**src/include/ein_pkg.sv**
```systemverilog
// shared constants, types and helpers for the ethernet error injector
package ein_pkg;

   // generator clock and insertion periods
   localparam int unsigned EIN_CLK_HZ = 250_000_000;
   localparam int unsigned EIN_SEC_PERIOD_S = 1;
   localparam int unsigned EIN_LONG_PERIOD_S = 10;
   localparam int unsigned EIN_CYC_PER_SEC = EIN_SEC_PERIOD_S * EIN_CLK_HZ;
   localparam int unsigned EIN_SECS_PER_LONG = EIN_LONG_PERIOD_S / EIN_SEC_PERIOD_S;

   // widths of counters and fields
   localparam int EIN_CYC_W = 28;
   localparam int EIN_SECN_W = 4;
   localparam int EIN_BLK_W = 24;
   localparam int EIN_PEND_W = 16;
   localparam int EIN_BURST_W = 8;
   localparam int EIN_ALARM_W = 4;

   // values after reset and corruption constants
   localparam logic [EIN_PEND_W-1:0] EIN_PEND_RST = 16'h0000;
   localparam logic [EIN_PEND_W-1:0] EIN_PEND_MAX = 16'hFFFF;
   localparam logic [EIN_ALARM_W-1:0] EIN_ALARM_RST = 4'h0;
   localparam logic [1:0] EIN_SYNC_BAD = 2'h0;
   localparam logic [63:0] EIN_FLIP_MASK = 64'h0000_0000_0000_0001;
   localparam logic [63:0] EIN_PRE_MASK = 64'h0000_0000_0000_0100;
   localparam logic [63:0] EIN_MF_MASK = 64'h0000_0000_0000_2000;

   // insertion schedules
   typedef enum logic [3:0] {
      EIN_SCH_OFF = 4'h0,
      EIN_SCH_MANUAL = 4'h1,
      EIN_SCH_SEC = 4'h2,
      EIN_SCH_TEN_SEC = 4'h3,
      EIN_SCH_R2 = 4'h4,
      EIN_SCH_R3 = 4'h5,
      EIN_SCH_R4 = 4'h6,
      EIN_SCH_R5 = 4'h7,
      EIN_SCH_R6 = 4'h8,
      EIN_SCH_R7 = 4'h9
   } ein_sched_t;

   // insertion destinations
   typedef enum logic [3:0] {
      EIN_DST_FCS = 4'h0,
      EIN_DST_PREAMBLE = 4'h1,
      EIN_DST_IP_CSUM = 4'h2,
      EIN_DST_IP_FRAG = 4'h3,
      EIN_DST_L4_CSUM = 4'h4,
      EIN_DST_PATTERN = 4'h5,
      EIN_DST_SEQ = 4'h6,
      EIN_DST_SYMBOL = 4'h7,
      EIN_DST_FEC = 4'h8
   } ein_dest_t;

   // injector state
   typedef enum logic [2:0] {
      EIN_ST_OFF = 3'b001,
      EIN_ST_IDLE = 3'b010,
      EIN_ST_BURST = 3'b100
   } ein_state_t;

   // one beat of outgoing traffic
   typedef struct packed {
      logic valid;
      logic sof;
      logic eof;
      logic [1:0] sync;
      logic [63:0] data;
      logic [7:0] ctrl;
      logic tx_er;
   } ein_beat_t;

   // generator markers telling which field the beat carries
   typedef struct packed {
      logic preamble;
      logic fcs;
      logic ip_csum;
      logic ip_frag;
      logic l4_csum;
      logic pattern;
      logic seq;
      logic blk;
   } ein_mark_t;

   // true for the ratio schedules
   function automatic logic ein_is_ratio(input ein_sched_t s);
      return (s >= EIN_SCH_R2) && (s <= EIN_SCH_R7);
   endfunction : ein_is_ratio

   // blocks per burst for each ratio schedule
   function automatic logic [EIN_BLK_W-1:0] ein_decade(input ein_sched_t s);
      case (s)
         EIN_SCH_R2: return 24'h000064;
         EIN_SCH_R3: return 24'h0003E8;
         EIN_SCH_R4: return 24'h002710;
         EIN_SCH_R5: return 24'h0186A0;
         EIN_SCH_R6: return 24'h0F4240;
         EIN_SCH_R7: return 24'h989680;
         default: return 24'h000000;
      endcase
   endfunction : ein_decade

endpackage : ein_pkg

```
**src/rtl/ein_error_injector.sv**
```systemverilog
// ethernet error and alarm injector on the generator transmit stream
//
// Function
// RULE_01 - selected alarm applied continuously, schedule independent
// RULE_02 - schedule off passes traffic unchanged
// RULE_03 - manual trigger inserts exactly burst count errors
// RULE_04 - one burst every second
// RULE_05 - one burst every ten seconds
// RULE_06 - ratio schedules: one burst per decade blocks
// RULE_07 - trigger ignored in ratio, shows status only
// RULE_08 - fcs destination sends wrong frame check
// RULE_09 - preamble destination sends altered preamble pattern
// RULE_10 - ip checksum destination sends wrong header checksum
// RULE_11 - fragment destination sends fragmented ipv4 packets
// RULE_12 - layer-4 destination sends wrong tcp/udp checksum
// RULE_13 - pattern destination flips payload test pattern bit
// RULE_14 - sequence destination corrupts frame sequence number
// RULE_15 - symbol: bad 64/66b header, else tx error
// RULE_16 - fec symbol error only when fec enabled
// RULE_17 - trigger edge-detected; schedule change restarts counters
module ein_error_injector #(
   parameter int unsigned CYC_PER_SEC = ein_pkg::EIN_CYC_PER_SEC
) (
   // clock and reset
   input wire logic ref_clk,
   input wire logic rst,
   // configuration
   input wire ein_pkg::ein_sched_t sched,
   input wire ein_pkg::ein_dest_t dest,
   input wire logic [ein_pkg::EIN_BURST_W-1:0] burst_len,
   input wire logic speed_10g,
   input wire logic fec_en,
   input wire logic alarm_en,
   input wire logic [ein_pkg::EIN_ALARM_W-1:0] alarm_sel,
   // manual insert trigger
   input wire logic insert_trig,
   // traffic from the generator
   input wire ein_pkg::ein_beat_t beat_in,
   input wire ein_pkg::ein_mark_t mark_in,
   // traffic toward the device under test
   output ein_pkg::ein_beat_t beat_out,
   output logic fec_sym_err,
   // alarm and status
   output logic [ein_pkg::EIN_ALARM_W-1:0] alarm_out,
   output logic insert_busy,
   output logic ratio_active,
   output logic [ein_pkg::EIN_PEND_W-1:0] pending
);
   import ein_pkg::*;

   // history, state and pending count
   ein_sched_t sched_q;
   ein_state_t state_q;
   ein_state_t state_d;
   logic trig_q;
   logic [EIN_PEND_W-1:0] pend_q;
   logic [EIN_PEND_W-1:0] pend_d;
   // registered traffic and status
   ein_beat_t beat_q;
   ein_beat_t beat_d;
   logic fec_q;
   logic [EIN_ALARM_W-1:0] alarm_q;
   logic busy_q;
   logic ratio_q;
   // internal strobes
   logic restart;
   logic sec_tick;
   logic ten_tick;
   logic ratio_fire;
   logic trig_edge;
   logic fire;
   logic on_field;
   logic hit;
   logic sched_off;
   logic blk_beat;

   // saturating add of a burst to the pending count
   function automatic logic [EIN_PEND_W-1:0] add_sat(input logic [EIN_PEND_W-1:0] a,
                                                     input logic [EIN_BURST_W-1:0] b);
      logic [EIN_PEND_W:0] s;
      s = {1'b0, a} + {{(EIN_PEND_W + 1 - EIN_BURST_W){1'b0}}, b};
      return s[EIN_PEND_W] ? EIN_PEND_MAX : s[EIN_PEND_W-1:0];
   endfunction : add_sat

   // any change of schedule restarts every period and block counter
   assign restart = (sched != sched_q); // RULE_17
   assign sched_off = (sched == EIN_SCH_OFF);

   // second and ten-second pulses, restarted with the schedule
   ein_period_tick #(
      .CYC_PER_SEC(CYC_PER_SEC)
   ) u_period (
      .ref_clk(ref_clk),
      .rst(rst),
      .clr(restart),
      .sec_tick(sec_tick),
      .ten_tick(ten_tick)
   );

   // beats that count toward the ratio decades
   assign blk_beat = beat_in.valid && mark_in.blk;

   ein_ratio_tick u_ratio (
      .ref_clk(ref_clk),
      .rst(rst),
      .clr(restart),
      .sched(sched),
      .blk(blk_beat),
      .fire(ratio_fire)
   );

   // rising edge only, so a held trigger yields one burst
   assign trig_edge = insert_trig && !trig_q; // RULE_17

   // burst launch per schedule; trigger counts only in manual
   always_comb begin
      fire = 1'b0;
      case (sched)
         EIN_SCH_MANUAL: fire = trig_edge; // RULE_03
         EIN_SCH_SEC: fire = sec_tick; // RULE_04
         EIN_SCH_TEN_SEC: fire = ten_tick; // RULE_05
         default: fire = ein_is_ratio(sched) && ratio_fire; // RULE_06 RULE_07
      endcase
   end

   // does the current beat carry the field of the chosen destination
   always_comb begin
      on_field = 1'b0;
      case (dest)
         EIN_DST_FCS: on_field = mark_in.fcs;
         EIN_DST_PREAMBLE: on_field = mark_in.preamble;
         EIN_DST_IP_CSUM: on_field = mark_in.ip_csum;
         EIN_DST_IP_FRAG: on_field = mark_in.ip_frag;
         EIN_DST_L4_CSUM: on_field = mark_in.l4_csum;
         EIN_DST_PATTERN: on_field = mark_in.pattern;
         EIN_DST_SEQ: on_field = mark_in.seq;
         EIN_DST_SYMBOL: on_field = mark_in.blk;
         EIN_DST_FEC: on_field = mark_in.blk && fec_en; // RULE_16
         default: on_field = 1'b0;
      endcase
   end

   // one error is spent on each matching beat while the burst runs
   assign hit = (state_q == EIN_ST_BURST) && beat_in.valid && on_field && !restart;

   // state: off, waiting for a burst, or spending a burst
   always_comb begin
      state_d = state_q;
      case (state_q)
         EIN_ST_OFF: begin
            if (!sched_off) begin
               state_d = EIN_ST_IDLE;
            end
         end
         EIN_ST_IDLE: begin
            if (sched_off) begin
               state_d = EIN_ST_OFF;
            end else if (pend_d != EIN_PEND_RST) begin
               state_d = EIN_ST_BURST;
            end
         end
         EIN_ST_BURST: begin
            if (sched_off) begin
               state_d = EIN_ST_OFF;
            end else if (pend_d == EIN_PEND_RST) begin
               state_d = EIN_ST_IDLE;
            end
         end
         default: state_d = EIN_ST_OFF;
      endcase
   end

   // pending errors: bursts add, matching beats take one each
   always_comb begin
      pend_d = pend_q;
      if (sched_off || restart) begin
         pend_d = EIN_PEND_RST; // RULE_02 RULE_17
      end else begin
         if (hit) begin
            pend_d = pend_q - 1'b1; // RULE_03
         end
         if (fire && burst_len != '0) begin
            pend_d = add_sat(pend_d, burst_len);
         end
      end
   end

   // corrupt the beat in place; nothing is touched without a hit
   always_comb begin
      beat_d = beat_in; // RULE_02
      beat_d.tx_er = beat_in.tx_er;
      if (hit) begin
         case (dest)
            EIN_DST_FCS: beat_d.data = beat_in.data ^ EIN_FLIP_MASK; // RULE_08
            EIN_DST_PREAMBLE: beat_d.data = beat_in.data ^ EIN_PRE_MASK; // RULE_09
            EIN_DST_IP_CSUM: beat_d.data = beat_in.data ^ EIN_FLIP_MASK; // RULE_10
            EIN_DST_IP_FRAG: beat_d.data = beat_in.data | EIN_MF_MASK; // RULE_11
            EIN_DST_L4_CSUM: beat_d.data = beat_in.data ^ EIN_FLIP_MASK; // RULE_12
            EIN_DST_PATTERN: beat_d.data = beat_in.data ^ EIN_FLIP_MASK; // RULE_13
            EIN_DST_SEQ: beat_d.data = beat_in.data ^ EIN_FLIP_MASK; // RULE_14
            EIN_DST_SYMBOL: begin
               if (speed_10g) begin
                  beat_d.sync = EIN_SYNC_BAD; // RULE_15
               end else begin
                  beat_d.tx_er = 1'b1; // RULE_15
               end
            end
            default: beat_d = beat_in;
         endcase
      end
   end

   // schedule history, compared against the live schedule to spot a change
   always_ff @(posedge ref_clk or posedge rst) begin
      if (rst) begin
         sched_q <= EIN_SCH_OFF;
      end else begin
         sched_q <= sched;
      end
   end

   // trigger history; resets low like an idle trigger, so no false edge
   always_ff @(posedge ref_clk or posedge rst) begin
      if (rst) begin
         trig_q <= 1'b0;
      end else begin
         trig_q <= insert_trig;
      end
   end

   // injector state
   always_ff @(posedge ref_clk or posedge rst) begin
      if (rst) begin
         state_q <= EIN_ST_OFF;
      end else begin
         state_q <= state_d;
      end
   end

   // pending error count
   always_ff @(posedge ref_clk or posedge rst) begin
      if (rst) begin
         pend_q <= EIN_PEND_RST;
      end else begin
         pend_q <= pend_d;
      end
   end

   // registered traffic out, one cycle of latency
   always_ff @(posedge ref_clk or posedge rst) begin
      if (rst) begin
         beat_q <= '0;
      end else begin
         beat_q <= beat_d;
      end
   end

   // fec symbol error pulse, aligned with the hit block on beat_out
   always_ff @(posedge ref_clk or posedge rst) begin
      if (rst) begin
         fec_q <= 1'b0;
      end else begin
         fec_q <= hit && (dest == EIN_DST_FEC); // RULE_16
      end
   end

   // alarm follows its selection, whatever the schedule does
   always_ff @(posedge ref_clk or posedge rst) begin
      if (rst) begin
         alarm_q <= EIN_ALARM_RST;
      end else begin
         alarm_q <= alarm_en ? alarm_sel : EIN_ALARM_RST; // RULE_01
      end
   end

   // ratio flag: in ratio mode the trigger only reports activity
   always_ff @(posedge ref_clk or posedge rst) begin
      if (rst) begin
         ratio_q <= 1'b0;
      end else begin
         ratio_q <= ein_is_ratio(sched); // RULE_07
      end
   end

   // busy while a burst runs or a ratio schedule keeps inserting
   always_ff @(posedge ref_clk or posedge rst) begin
      if (rst) begin
         busy_q <= 1'b0;
      end else begin
         busy_q <= (state_d == EIN_ST_BURST) || ein_is_ratio(sched);
      end
   end

   // every output straight from its flop
   assign beat_out = beat_q;
   assign fec_sym_err = fec_q;
   assign alarm_out = alarm_q;
   assign insert_busy = busy_q;
   assign ratio_active = ratio_q;
   assign pending = pend_q;

endmodule : ein_error_injector

```
**src/rtl/ein_period_tick.sv**
```systemverilog
// one-second and ten-second enable pulses for periodic bursts
module ein_period_tick #(
   parameter int unsigned CYC_PER_SEC = ein_pkg::EIN_CYC_PER_SEC
) (
   // clock and reset
   input wire logic ref_clk,
   input wire logic rst,
   // control
   input wire logic clr,
   // pulses
   output logic sec_tick,
   output logic ten_tick
);
   import ein_pkg::*;

   localparam logic [EIN_CYC_W-1:0] CYC_LAST = EIN_CYC_W'(CYC_PER_SEC - 1);
   localparam logic [EIN_SECN_W-1:0] SEC_LAST = EIN_SECN_W'(EIN_SECS_PER_LONG - 1);

   logic [EIN_CYC_W-1:0] cyc_q;
   logic [EIN_SECN_W-1:0] secn_q;
   logic wrap;

   assign wrap = (cyc_q == CYC_LAST);
   assign sec_tick = wrap && !clr;
   assign ten_tick = wrap && !clr && (secn_q == SEC_LAST);

   // cycle counter, restarted on a new schedule
   always_ff @(posedge ref_clk or posedge rst) begin
      if (rst) begin
         cyc_q <= '0;
      end else if (clr || wrap) begin
         cyc_q <= '0;
      end else begin
         cyc_q <= cyc_q + 1'b1;
      end
   end

   // seconds within the ten-second period
   always_ff @(posedge ref_clk or posedge rst) begin
      if (rst) begin
         secn_q <= '0;
      end else if (clr) begin
         secn_q <= '0;
      end else if (wrap) begin
         secn_q <= (secn_q == SEC_LAST) ? '0 : secn_q + 1'b1;
      end
   end

endmodule : ein_period_tick

```
**src/rtl/ein_ratio_tick.sv**
```systemverilog
// block counter that fires once per decade of blocks in ratio schedules
module ein_ratio_tick (
   // clock and reset
   input wire logic ref_clk,
   input wire logic rst,
   // control
   input wire logic clr,
   input wire ein_pkg::ein_sched_t sched,
   input wire logic blk,
   // pulse
   output logic fire
);
   import ein_pkg::*;

   logic [EIN_BLK_W-1:0] cnt_q;
   logic [EIN_BLK_W-1:0] last;
   logic active;

   assign active = ein_is_ratio(sched);
   assign last = ein_decade(sched) - 1'b1;
   assign fire = active && !clr && blk && (cnt_q == last);

   // counts blocks; the burst fires on the last block of each group
   always_ff @(posedge ref_clk or posedge rst) begin
      if (rst) begin
         cnt_q <= '0;
      end else if (clr || !active) begin
         cnt_q <= '0;
      end else if (blk) begin
         cnt_q <= (cnt_q == last) ? '0 : cnt_q + 1'b1;
      end
   end

endmodule : ein_ratio_tick

```
**config.mk**
```make
export PLATFORM = sky130hd
export DESIGN_NAME = ein_error_injector
export DESIGN_NICKNAME = d
export VERILOG_FILES = /design/src/include/ein_pkg.sv /design/src/rtl/ein_error_injector.sv /design/src/rtl/ein_period_tick.sv /design/src/rtl/ein_ratio_tick.sv
export SDC_FILE = /design/constraint.sdc
export NUM_CORES = 1
export LEC_CHECK = 0
export BUFFER_PORTS_ARGS = -buffer_cell sky130_fd_sc_hd__buf_2
export CORE_MARGIN = 2
export CORE_UTILIZATION = 30
export DETAILED_ROUTE_END_ITERATION = 6
export GPL_ROUTABILITY_DRIVEN = 0
export REMOVE_ABC_BUFFERS = 1
export SYNTH_ARGS = -nofsm -noshare
export SYNTH_HDL_FRONTEND = slang
export SYNTH_SLANG_ARGS = --single-unit
```
**constraint.sdc**
```tcl
create_clock -name ref_clk -period 6.6 [get_ports ref_clk]
set_clock_uncertainty 0.15 [all_clocks]
set_input_delay 0.66 -clock ref_clk [delete_from_list [all_inputs] [get_ports ref_clk]]
set_output_delay 0.66 -clock ref_clk [all_outputs]
set_load 0.05 [all_outputs]
```
==> metrics.txt, run 1 <==
pwr dens roughly 230 nW/um^2; chip height between 150 and 200 microns; Comb pwr share 0.129; CP Cell Sequence buf_2 > xnor2_1 > and4_1 > nand4_2 > a21o_1 > nor4_1 > xor2_1 > ha_1 > a31o_2 > a31o_2 > o41a_1 > a21oi_1 > a21oi_1 > nand4_1 > nand3_1 > nor4_2 > and3_4 > o41ai_2; average size of a mapped cell approximately 10 sq um; Post-CTS Setup Bufs 0; Total GRT Usage 0.152; crit path time final between 5 and 6 ns; clock share of power 0.425; core area approximately 28000 sq um; RSZ-0062 raised after global routing no; Syn Std Cell Area between 8000 and 9000 sq um; Static Leak 4.60 nW; final hold vios 0; detailed-route via count around 7000; Critical Path AT 5.51 ns; critical path's top delay family compound AO/OA/AOI/OAI gates; status finished, final reports clean; Setup CP Type input port to flip-flop; most common cell in the netlist dfrtp_1; row cnt a little over 60; crit path launch type input port; final non-filler cell area roughly 10000 sq um; HP Class input port to flip-flop; fmax roughly 0.19 GHz; Worst Path Buf+Inv 1; crit-path max cell delay about 0.54 ns; Data required, critical path between 6 and 7 ns; Max clock buf depth 2; Via density a little under 5; Int Power about 1.7 mW; worst setup margin ~1.2 ns; Critical-path top delay cell a21oi_1; Seq pwr share 0.446; Initial Util 0.304; RR Endpoint insert_busy; Post-Syn Instances 816; vias in the first global route about 6600; clock-pin transition on the worst setup and hold timing paths about 0.080 ns; number of synthesized flops with an enable pin 0; reg2reg setup slack between 1 and 1.5 ns; Syn. warnings 0; Slew Viols, Final 0; hold wc startpoint beat_in[20]; Least-Margin Pin Slew 1.08 ns; switching power share of the total 0.310; Remaining DRCs 0; Worst Path Max Fanout 25; post-synthesis register bit count 165; num ports around 210; Clock Sink Count between 150 and 200; hold buffers post-CTS 0; first-pass iteration count of the detailed router 5; first-pass GRT wire length about 35000 microns; Post-Route WL roughly 22000 microns; setup TNS 0 ns; grt total ovfl 0; post-place setup slack about 0.97 ns; Placed Area between 9000 and 10000 sq um; Netlist cell types 95; Final nets 1148; antenna-violating nets left 0; area delta synth->final 23.7%; initial antenna violation count 0; post_cts resized 0; antenna cells 0; Hold Path Sink beat_out[20]; Crit. End Element flip-flop; largest net degree at the start of global routing 100; Total Power between 2 and 2.5 mW; routed length per instance ~16 microns; Critical R2R Launch state_q[1]; number of buffers created by CTS 17; commonest cells in the synthesized netlist 164 x dfrtp_1, 77 x nand2_1, 64 x nor2_1; Clk Tree Root Cell clkbuf_16; WHS Path Cells 1; Worst VDD drop approximately 0.14 mV; area share of the largest cell type after synthesis 0.489; port bufs 212; Die ar. a little under 30000 sq um; H-tree depth 4; setup violators final 0; final worst-path cycle share 0.817; layout cell share with drive strength beyond 1 0.288; biggest area consumer among synthesized cells dfrtp_1; ys flop type dfrtp_1; register area share after synthesis 0.492; Synth async-reset ratio 1.00; CTS tree done; Max-Cap Viols 0; Psw 0.743 mW; HPWL Detailed approximately 16000 microns; Die Wd around 170 microns; Max transition margin 0.270; initial DRC count roughly 420; r2r worst-path depth 16; Clock Latency Late Sink around 0.43 ns; synth top area cells dfrtp_1 49%, xnor2_1 3.7%, nand2_1 3.4%, o21ai_0 3.3%, xor2_1 3.0%
-- cell usage in the layout, fill, tap and decap left out, drive strengths merged, types with 9 or more instances in the layout --
master and count:
nand2 77, xnor2 35, nand4 18, nand2b 9, nand3 31, dfrtp 164, and3 31, mux2i 9
buf 216, a21oi 31, inv 29, nor2 65, ha 14, o21ai 57, xor2 29, and2 14
o31ai 12, or3 13, clkbuf 17, nor3 19, nor4 15
-- metal layers --
metal / vias to the layer above / part of all wire / GRT usage
met5: - / 0 / 0
met4: 0 / 0.020 / 0.0490
met3: 30 / 0.039 / 0.0262
met2: 183 / 0.50 / 0.253
met1: 3416 / 0.45 / 0.201
li1: 3358 / - / -
-- cells by family after synthesis --
kind of cell             synth area share
AND/OR/NAND/NOR                     0.234
flip-flops                          0.492
AO/OA/AOI/OAI                       0.136
XOR/XNOR                           0.0668
buffers and inverters              0.0328
adder cells (fa/ha/maj)            0.0233
multiplexers                       0.0149
-- power groups by stage --
stage | Clock [mW] | Sequential (mW) | Combinational (mW)
4_1_cts | 1.05 | 1.07 | 0.312
2_1_floorplan | 0 | 1.19 | 0.106
5_1_grt | 1.09 | 1.07 | 0.332
3_5_place_dp | 0 | 1.09 | 0.311
3_3_place_gp | 0 | 1.09 | 0.308
6_report | 1.02 | 1.07 | 0.310
-- worst max path at each step --
| stage | startpoint | to | cells past startpoint |
|---|---|---|---|
| 2_1_floorplan | rst | alarm_out[0] | 1 |
| 3_3_place_gp | sched[1] | insert_busy | 18 |
| 3_5_place_dp | sched[1] | insert_busy | 18 |
| 4_1_cts | sched[1] | insert_busy | 18 |
| 5_1_grt | sched[1] | insert_busy | 19 |
| 6_report | sched[1] | insert_busy | 18 |
-- registers in the layout (all words and copies together), names as in the netlist --
register / count
u_period.secn_q: 4
state_q: 3
u_ratio.cnt_q: 24
insert_busy: 1
ratio_active: 1
beat_out: 78
u_period.cyc_q: 28
alarm_out: 4
fec_sym_err: 1
trig_q: 1
sched_q: 4
pending: 16
-- final cells by class --
class	count	area [sq um]
clock buffer	17	425
clock inverter	15	183
fill	2810	17300
inverter	23	91.3
multi-input combinational	598	3980
sequential	165	4130
tap	378	473
timing repair buffer	216	1090
-- metrics by stage --
step | utilization | instances | hold slack [ns]
detailed placement | 0.354 | 1380 | 0.327
CTS | 0.376 | 1412 | 0.150
finish | 0.376 | 1412 | 0.175
floorplan | - | 786 | 0.305
global placement | 0.354 | 1380 | 0.325
global route | 0.376 | 1412 | 0.146
Power figures use the tool's default switching activity.
==> run 2: changes to the inputs <==
--- a/config.mk
+++ b/config.mk
@@ -5,6 +5,7 @@
 export SDC_FILE = /design/constraint.sdc
 export NUM_CORES = 1
 export LEC_CHECK = 0
+export ABC_AREA = 1
 export BUFFER_PORTS_ARGS = -buffer_cell sky130_fd_sc_hd__buf_2
 export CORE_MARGIN = 2
 export CORE_UTILIZATION = 30
==> constraint.sdc (replaced) <==
create_clock -name ref_clk -period 4.43 [get_ports ref_clk]
set_clock_uncertainty 0.15 [all_clocks]
set_input_delay 0.443 -clock ref_clk [delete_from_list [all_inputs] [get_ports ref_clk]]
set_output_delay 0.443 -clock ref_clk [all_outputs]
set_load 0.05 [all_outputs]
==> run 2 against run 1 <==
  * Setup slack got worse by 0.87 ns
  * Cell area increased by 12%
  * Critical endpoint is now state_q[1]
  * Highest routed layer unchanged
  * Cell count rose by 27%
==> metrics.txt, run 2 <==
critical path's top delay family simple AND/OR/NAND/NOR gates; Worst Path Max Fanout 8; Post-Syn Instances around 1100; HP Class input port to flip-flop; crit path time final between 4 and 5 ns; initial antenna violation count 0; Worst VDD drop roughly 0.18 mV; number of buffers created by CTS 17; area delta synth->final 36.8%; core area approximately 28000 sq um; row cnt 61; H-tree depth 4; final hold vios 0; detailed-route via count around 8300; Clock Latency Late Sink 0.43 ns; average size of a mapped cell about 8 sq um; Synth Area in Simple Gates 0.309; status finished, final reports clean; max reg flops 78; first-pass GRT wire length 40200 microns; Synth async-reset ratio 1.00; Layout fillers approximately 2800; largest net degree at the start of global routing about 120; first-pass iteration count of the detailed router 6; Die ar. 29800 sq um; combined area of the multi-input logic cells approximately 3800 sq um; CP Cell Sequence xor2_1 > buf_4 > nor3_1 > buf_4 > nand3_1 > xor2_1 > ha_1 > inv_1 > fa_1 > nand3b_1 > nor2_1 > nor2_1 > o21ai_0 > a21oi_2 > buf_4 > nor3_4 > nor2_1 > nor2_1 > nor2_1 > nand2_1 > nor2_1 > nand3_2 > o21bai_1; crit-path max cell delay around 0.38 ns; Least-Margin Pin Slew 1.03 ns; Synth Area in Compound Gates 0.0708; crit path launch type flip-flop; number of synthesized flops with an enable pin 0; post-synthesis register bit count between 150 and 200; CTS tree done; final worst-path cycle share 0.924; Most Frequent Cell on Critical Path nor2_1; Crit. End Element flip-flop; area share of the largest cell type after synthesis 0.481; Max clock buf depth 2; fmax 0.244 GHz; Critical Path AT roughly 4.3 ns; Max transition margin 0.313; register area share after synthesis 0.484; Max-Cap Viols 0; clock-pin transition on the worst setup and hold timing paths 0.08 ns; pwr dens slightly above 300 nW/um^2; commonest cells in the synthesized netlist 237 x nand2_1, 164 x dfrtp_1, 142 x inv_1; Synth Area in XOR/XNOR 0.0359; Syn Std Cell Area between 8000 and 9000 sq um; biggest area consumer among synthesized cells dfrtp_1; RSZ-0062 raised after global routing no; multiplexer area fraction after synthesis 0; Critical-path top delay cell fa_1; chip height between 150 and 200 microns; ys flop type dfrtp_1; Remaining DRCs 0; setup violators final 0; Clk Tree Root Cell clkbuf_16; Data required, critical path approximately 4.6 ns; synth top area cells dfrtp_1 48%, nand2_1 10%, inv_1 6.2%, nor2_1 5.6%, nand3_1 5.4%; Initial Util 0.306; commonest non-fill, non-tap cells in the layout 237 x nand2_1, 212 x buf_2, 164 x dfrtp_1; initial DRC count about 500; antenna-violating nets left 0; worst setup margin approximately 0.34 ns; Setup CP Type flip-flop to flip-flop; post-place setup slack -0.0768 ns; Adder-Cell Fraction of Synth Area 0.0229; grt total ovfl 0; Syn. warnings 0; port bufs approximately 210; vias in the first global route 8254; Slew Viols, Final 0; Final nets 1525; flip-flop and latch area ~4100 sq um; Clock Sink Count ~170; Worst Path Buf+Inv 4; routed length per instance between 10 and 15 microns; antenna cells 0; most common cell after layout, fill and taps aside nand2_1; Total GRT Usage 0.164; largest family of logic cells by synthesized area simple AND/OR/NAND/NOR gates; Total Power between 3 and 4 mW; most common cell in the netlist nand2_1; hold slack roughly 0.046 ns; Static Leak 5.93 nW; Die Wd ~170 microns; layout cell share with drive strength beyond 1 0.242; Netlist cell types 51; num ports 213; HPWL Detailed ~18000 microns; Via density around 4.6; Post-Route WL approximately 24000 microns
## run 2: final cells by class
class | instances | area share
Multi-Input combinational cell | 732 | 0.322
Sequential cell | 165 | 0.354
Inverter | 153 | 0.0496
Tap cell | 378 | 0.0405
Clock inverter | 15 | 0.0150
Timing Repair Buffer | 329 | 0.182
Clock buffer | 17 | 0.0365
## run 2: path summary, 6_finish.rpt
kind                            slack [ns]  cells past startpoint           endpoint         startpoint
worst min register to register        0.33                      1  u_period.cyc_q[0]  u_period.cyc_q[0]
max in group asynchronous             3.01                      3         state_q[0]                rst
worst min-delay path                  0.05                      3       alarm_out[3]       alarm_sel[3]
worst max-delay path                  0.34                     23         state_q[1]         sched_q[3]
worst max register to register        0.34                     23         state_q[1]         sched_q[3]
min in group asynchronous             0.11                      2       beat_out[48]                rst
## run 2: stage by stage
step                      area, sq um  setup TNS [ns]  std cells  utilization
final                           11700               0       1789        0.419
after global routing            11700               0       1789        0.419
after CTS                       11600               0       1788        0.418
after detailed placement        10300          -0.169       1682        0.370
after global placement          10300               0       1682        0.370
after floorplan                  8450         -102.18       1050            -
## run 2: what timing repair did
action	in CTS	in global routing
setup endpoints to repair	0	6
gates resized for setup	0	6
hold endpoints to repair	74	0
setup buffers	0	1
hold buffers	74	0
## run 2: where the power goes
group	switching (mW)	leakage (nW)	internal (mW)
clock network	0.744	0.291	0.766
registers	0.0184	2.10	1.56
logic	0.353	3.54	0.174
## run 2: kinds of logic after synthesis
group                      after synthesis
adders and majority gates               15
AOI/OAI and AO/OA                      107
xor gates and xnor gates                35
DFF                                    165
and+or+nand+nor                        575
buffers and inverters                  169
## run 2: layer usage
layer | vias up | part of all wire | global-route usage
li1 | 4115 | - | -
met1 | 3881 | 0.44 | 0.207
met2 | 256 | 0.49 | 0.280
met3 | 42 | 0.048 | 0.0317
met4 | 0 | 0.021 | 0.0584
met5 | - | 0 | 0
## run 2: worst register-to-register path: stages (launching register included)
cell	delay (ns)
dfrtp_1	0.37
xor2_1	0.16
buf_4	0.14
nor3_1	0.17
buf_4	0.16
nand3_1	0.15
xor2_1	0.27
ha_1	0.22
inv_1	0.05
fa_1	0.38
nand3b_1	0.19
nor2_1	0.10
nor2_1	0.07
o21ai_0	0.21
a21oi_2	0.08
buf_4	0.16
nor3_4	0.34
nor2_1	0.07
nor2_1	0.18
nor2_1	0.06
nand2_1	0.05
nor2_1	0.07
nand3_2	0.09
o21bai_1	0.06
==> run 3: changes to the inputs <==
--- a/config.mk
+++ b/config.mk
@@ -5,12 +5,12 @@
 export SDC_FILE = /design/constraint.sdc
 export NUM_CORES = 1
 export LEC_CHECK = 0
-export ABC_AREA = 1
 export BUFFER_PORTS_ARGS = -buffer_cell sky130_fd_sc_hd__buf_2
 export CORE_MARGIN = 2
 export CORE_UTILIZATION = 30
 export DETAILED_ROUTE_END_ITERATION = 6
 export GPL_ROUTABILITY_DRIVEN = 0
+export PLACE_DENSITY = 0.57
 export REMOVE_ABC_BUFFERS = 1
 export SYNTH_ARGS = -nofsm -noshare
 export SYNTH_HDL_FRONTEND = slang
==> run 3 against run 2 <==
  * The flow now finishes with violations (negative setup slack)
  * Via count is 7.0% lower
  * Clock power hardly changed
  * Global-route usage is 0.39 points higher
  * Flip-flop and latch count stayed put
  * Sequential share of layout area is 1.6 points lower
  * Critical path type unchanged
  * Critical endpoint is now insert_busy
  * Largest power group unchanged
==> metrics.txt, run 3 (synthesized netlist as in run 1, its figures left out) <==
Seq pwr share 0.426; Psw roughly 1.1 mW; failing checks negative setup slack; area delta synth->final 45.5%; Int Power between 2 and 3 mW; Crit. End Element flip-flop; Via density between 4 and 5; Max-Cap Viols 0; placed cell count between 1000 and 1500; num ports approximately 210; row cnt 61; fmax around 0.22 GHz; initial antenna violation count 0; Clock Latency Late Sink approximately 0.43 ns; final worst-path cycle share 1.01; HPWL Detailed about 17000 microns; port bufs 212; switching power share of the total 0.295; Max clock buf depth 2; core area between 20000 and 30000 sq um; Total GRT Usage 0.168; Initial Util 0.304; CTS tree done; fin util 0.442; Slew Viols, Final 0; chip height between 150 and 200 microns; H-tree depth 4; detailed-route via count 7714; Layout fillers 2692; worst setup margin -0.0311 ns; initial DRC count approximately 470; commonest non-fill, non-tap cells in the layout 212 x buf_2, 164 x dfrtp_1, 102 x buf_4; RSZ-0062 raised after global routing yes; final non-filler cell area roughly 12000 sq um; Finished Layout Cells ~1600; crit path launch type flip-flop; antenna cells 0; Comb pwr share 0.163; clock-pin transition on the worst setup and hold timing paths 0.08 ns; Die ar. about 29000 sq um; most common cell after layout, fill and taps aside buf_2; post-place setup slack -0.419 ns; grt total ovfl 0; Max transition margin 0.287; largest net degree at the start of global routing roughly 120; layout cell share with drive strength beyond 1 0.362; antenna-violating nets left 0; number of buffers created by CTS 17; max reg flops 78; crit path time final 4.46 ns; clock share of power 0.411; Die Wd 171 microns; first-pass iteration count of the detailed router 7; Data required, critical path 4.60 ns; Setup CP Type flip-flop to flip-flop; setup TNS -0.0436 ns; first-pass GRT wire length 38800 microns; setup violators final 2; vias in the first global route 7451; hold slack between 0.04 and 0.05 ns; Worst VDD drop ~0.22 mV; Post-Route WL between 20000 and 25000 microns; HP Class input port to flip-flop; pwr dens 304 nW/um^2; Least-Margin Pin Slew approximately 1.1 ns; Clock Sink Count 165; Total Power 3.72 mW; Critical Path AT between 4 and 5 ns; routed length per instance roughly 16 microns; status finished with violations; Static Leak about 5.5 nW; Worst Path Max Fanout 5; Placed Area ~10000 sq um; Remaining DRCs 0; Final nets around 1300; Clk Tree Root Cell clkbuf_16; final hold vios 0
-- run 3: path summary, 6_finish.rpt --
kind,endpoint,depth (start not counted),slack (ns),start
setup / recovery,insert_busy,21,-0.03,sched_q[1]
setup reg to reg,insert_busy,21,-0.03,sched_q[1]
max in group asynchronous,state_q[0],3,3.07,rst
hold / removal,beat_out[17],2,0.04,beat_in[17]
min in group asynchronous,beat_out[21],2,0.12,rst
hold reg to reg,u_period.cyc_q[0],1,0.36,u_period.cyc_q[0]
-- run 3: layer usage --
metal  wire (microns)  track usage
met1            11000        0.221
met2            12400        0.283
met3              975       0.0262
met4              517       0.0534
met5                0            0
-- run 3: critical path, cell delays in order, from the launching register on --
cell,delay [ns]
dfrtp_1,0.39
xnor2_1,0.18
and4_1,0.23
buf_6,0.15
nand4_4,0.10
a21oi_4,0.17
buf_6,0.16
xnor2_2,0.13
ha_2,0.21
inv_1,0.05
fa_2,0.37
nor2b_4,0.17
o2111ai_4,0.12
nand2_2,0.13
nor4_4,0.05
or2_4,0.27
a211oi_4,0.38
nor2_4,0.09
a21o_2,0.21
o2111a_1,0.16
and3_4,0.20
o41ai_2,0.25
-- run 3: power groups by stage --
stage,clock network [mW],logic [mW],registers (mW)
detailed placement,0,0.533,1.61
global placement,0,0.527,1.61
CTS,1.58,0.596,1.58
floorplan,0,0.158,1.77
global route,1.63,0.647,1.59
finish,1.53,0.606,1.58
-- run 3: layout make-up --
type / count / area, sq um / share of cell area
clock inverter: 14 / 164 / 0.0134
multi-input combinational: 598 / 4270 / 0.350
tap: 378 / 473 / 0.0387
inverter: 23 / 91.3 / 0.00748
sequential: 165 / 4130 / 0.338
clock buffer: 18 / 439 / 0.0360
timing repair buffer: 393 / 2640 / 0.216
-- run 3: repair_timing --
action,in CTS,in global routing
endpoints found under the hold margin,72,0
resized for setup,26,31
hold buffers,72,0
buffers inserted,11,7
pin swaps,19,25
endpoints found under the setup margin,3,3
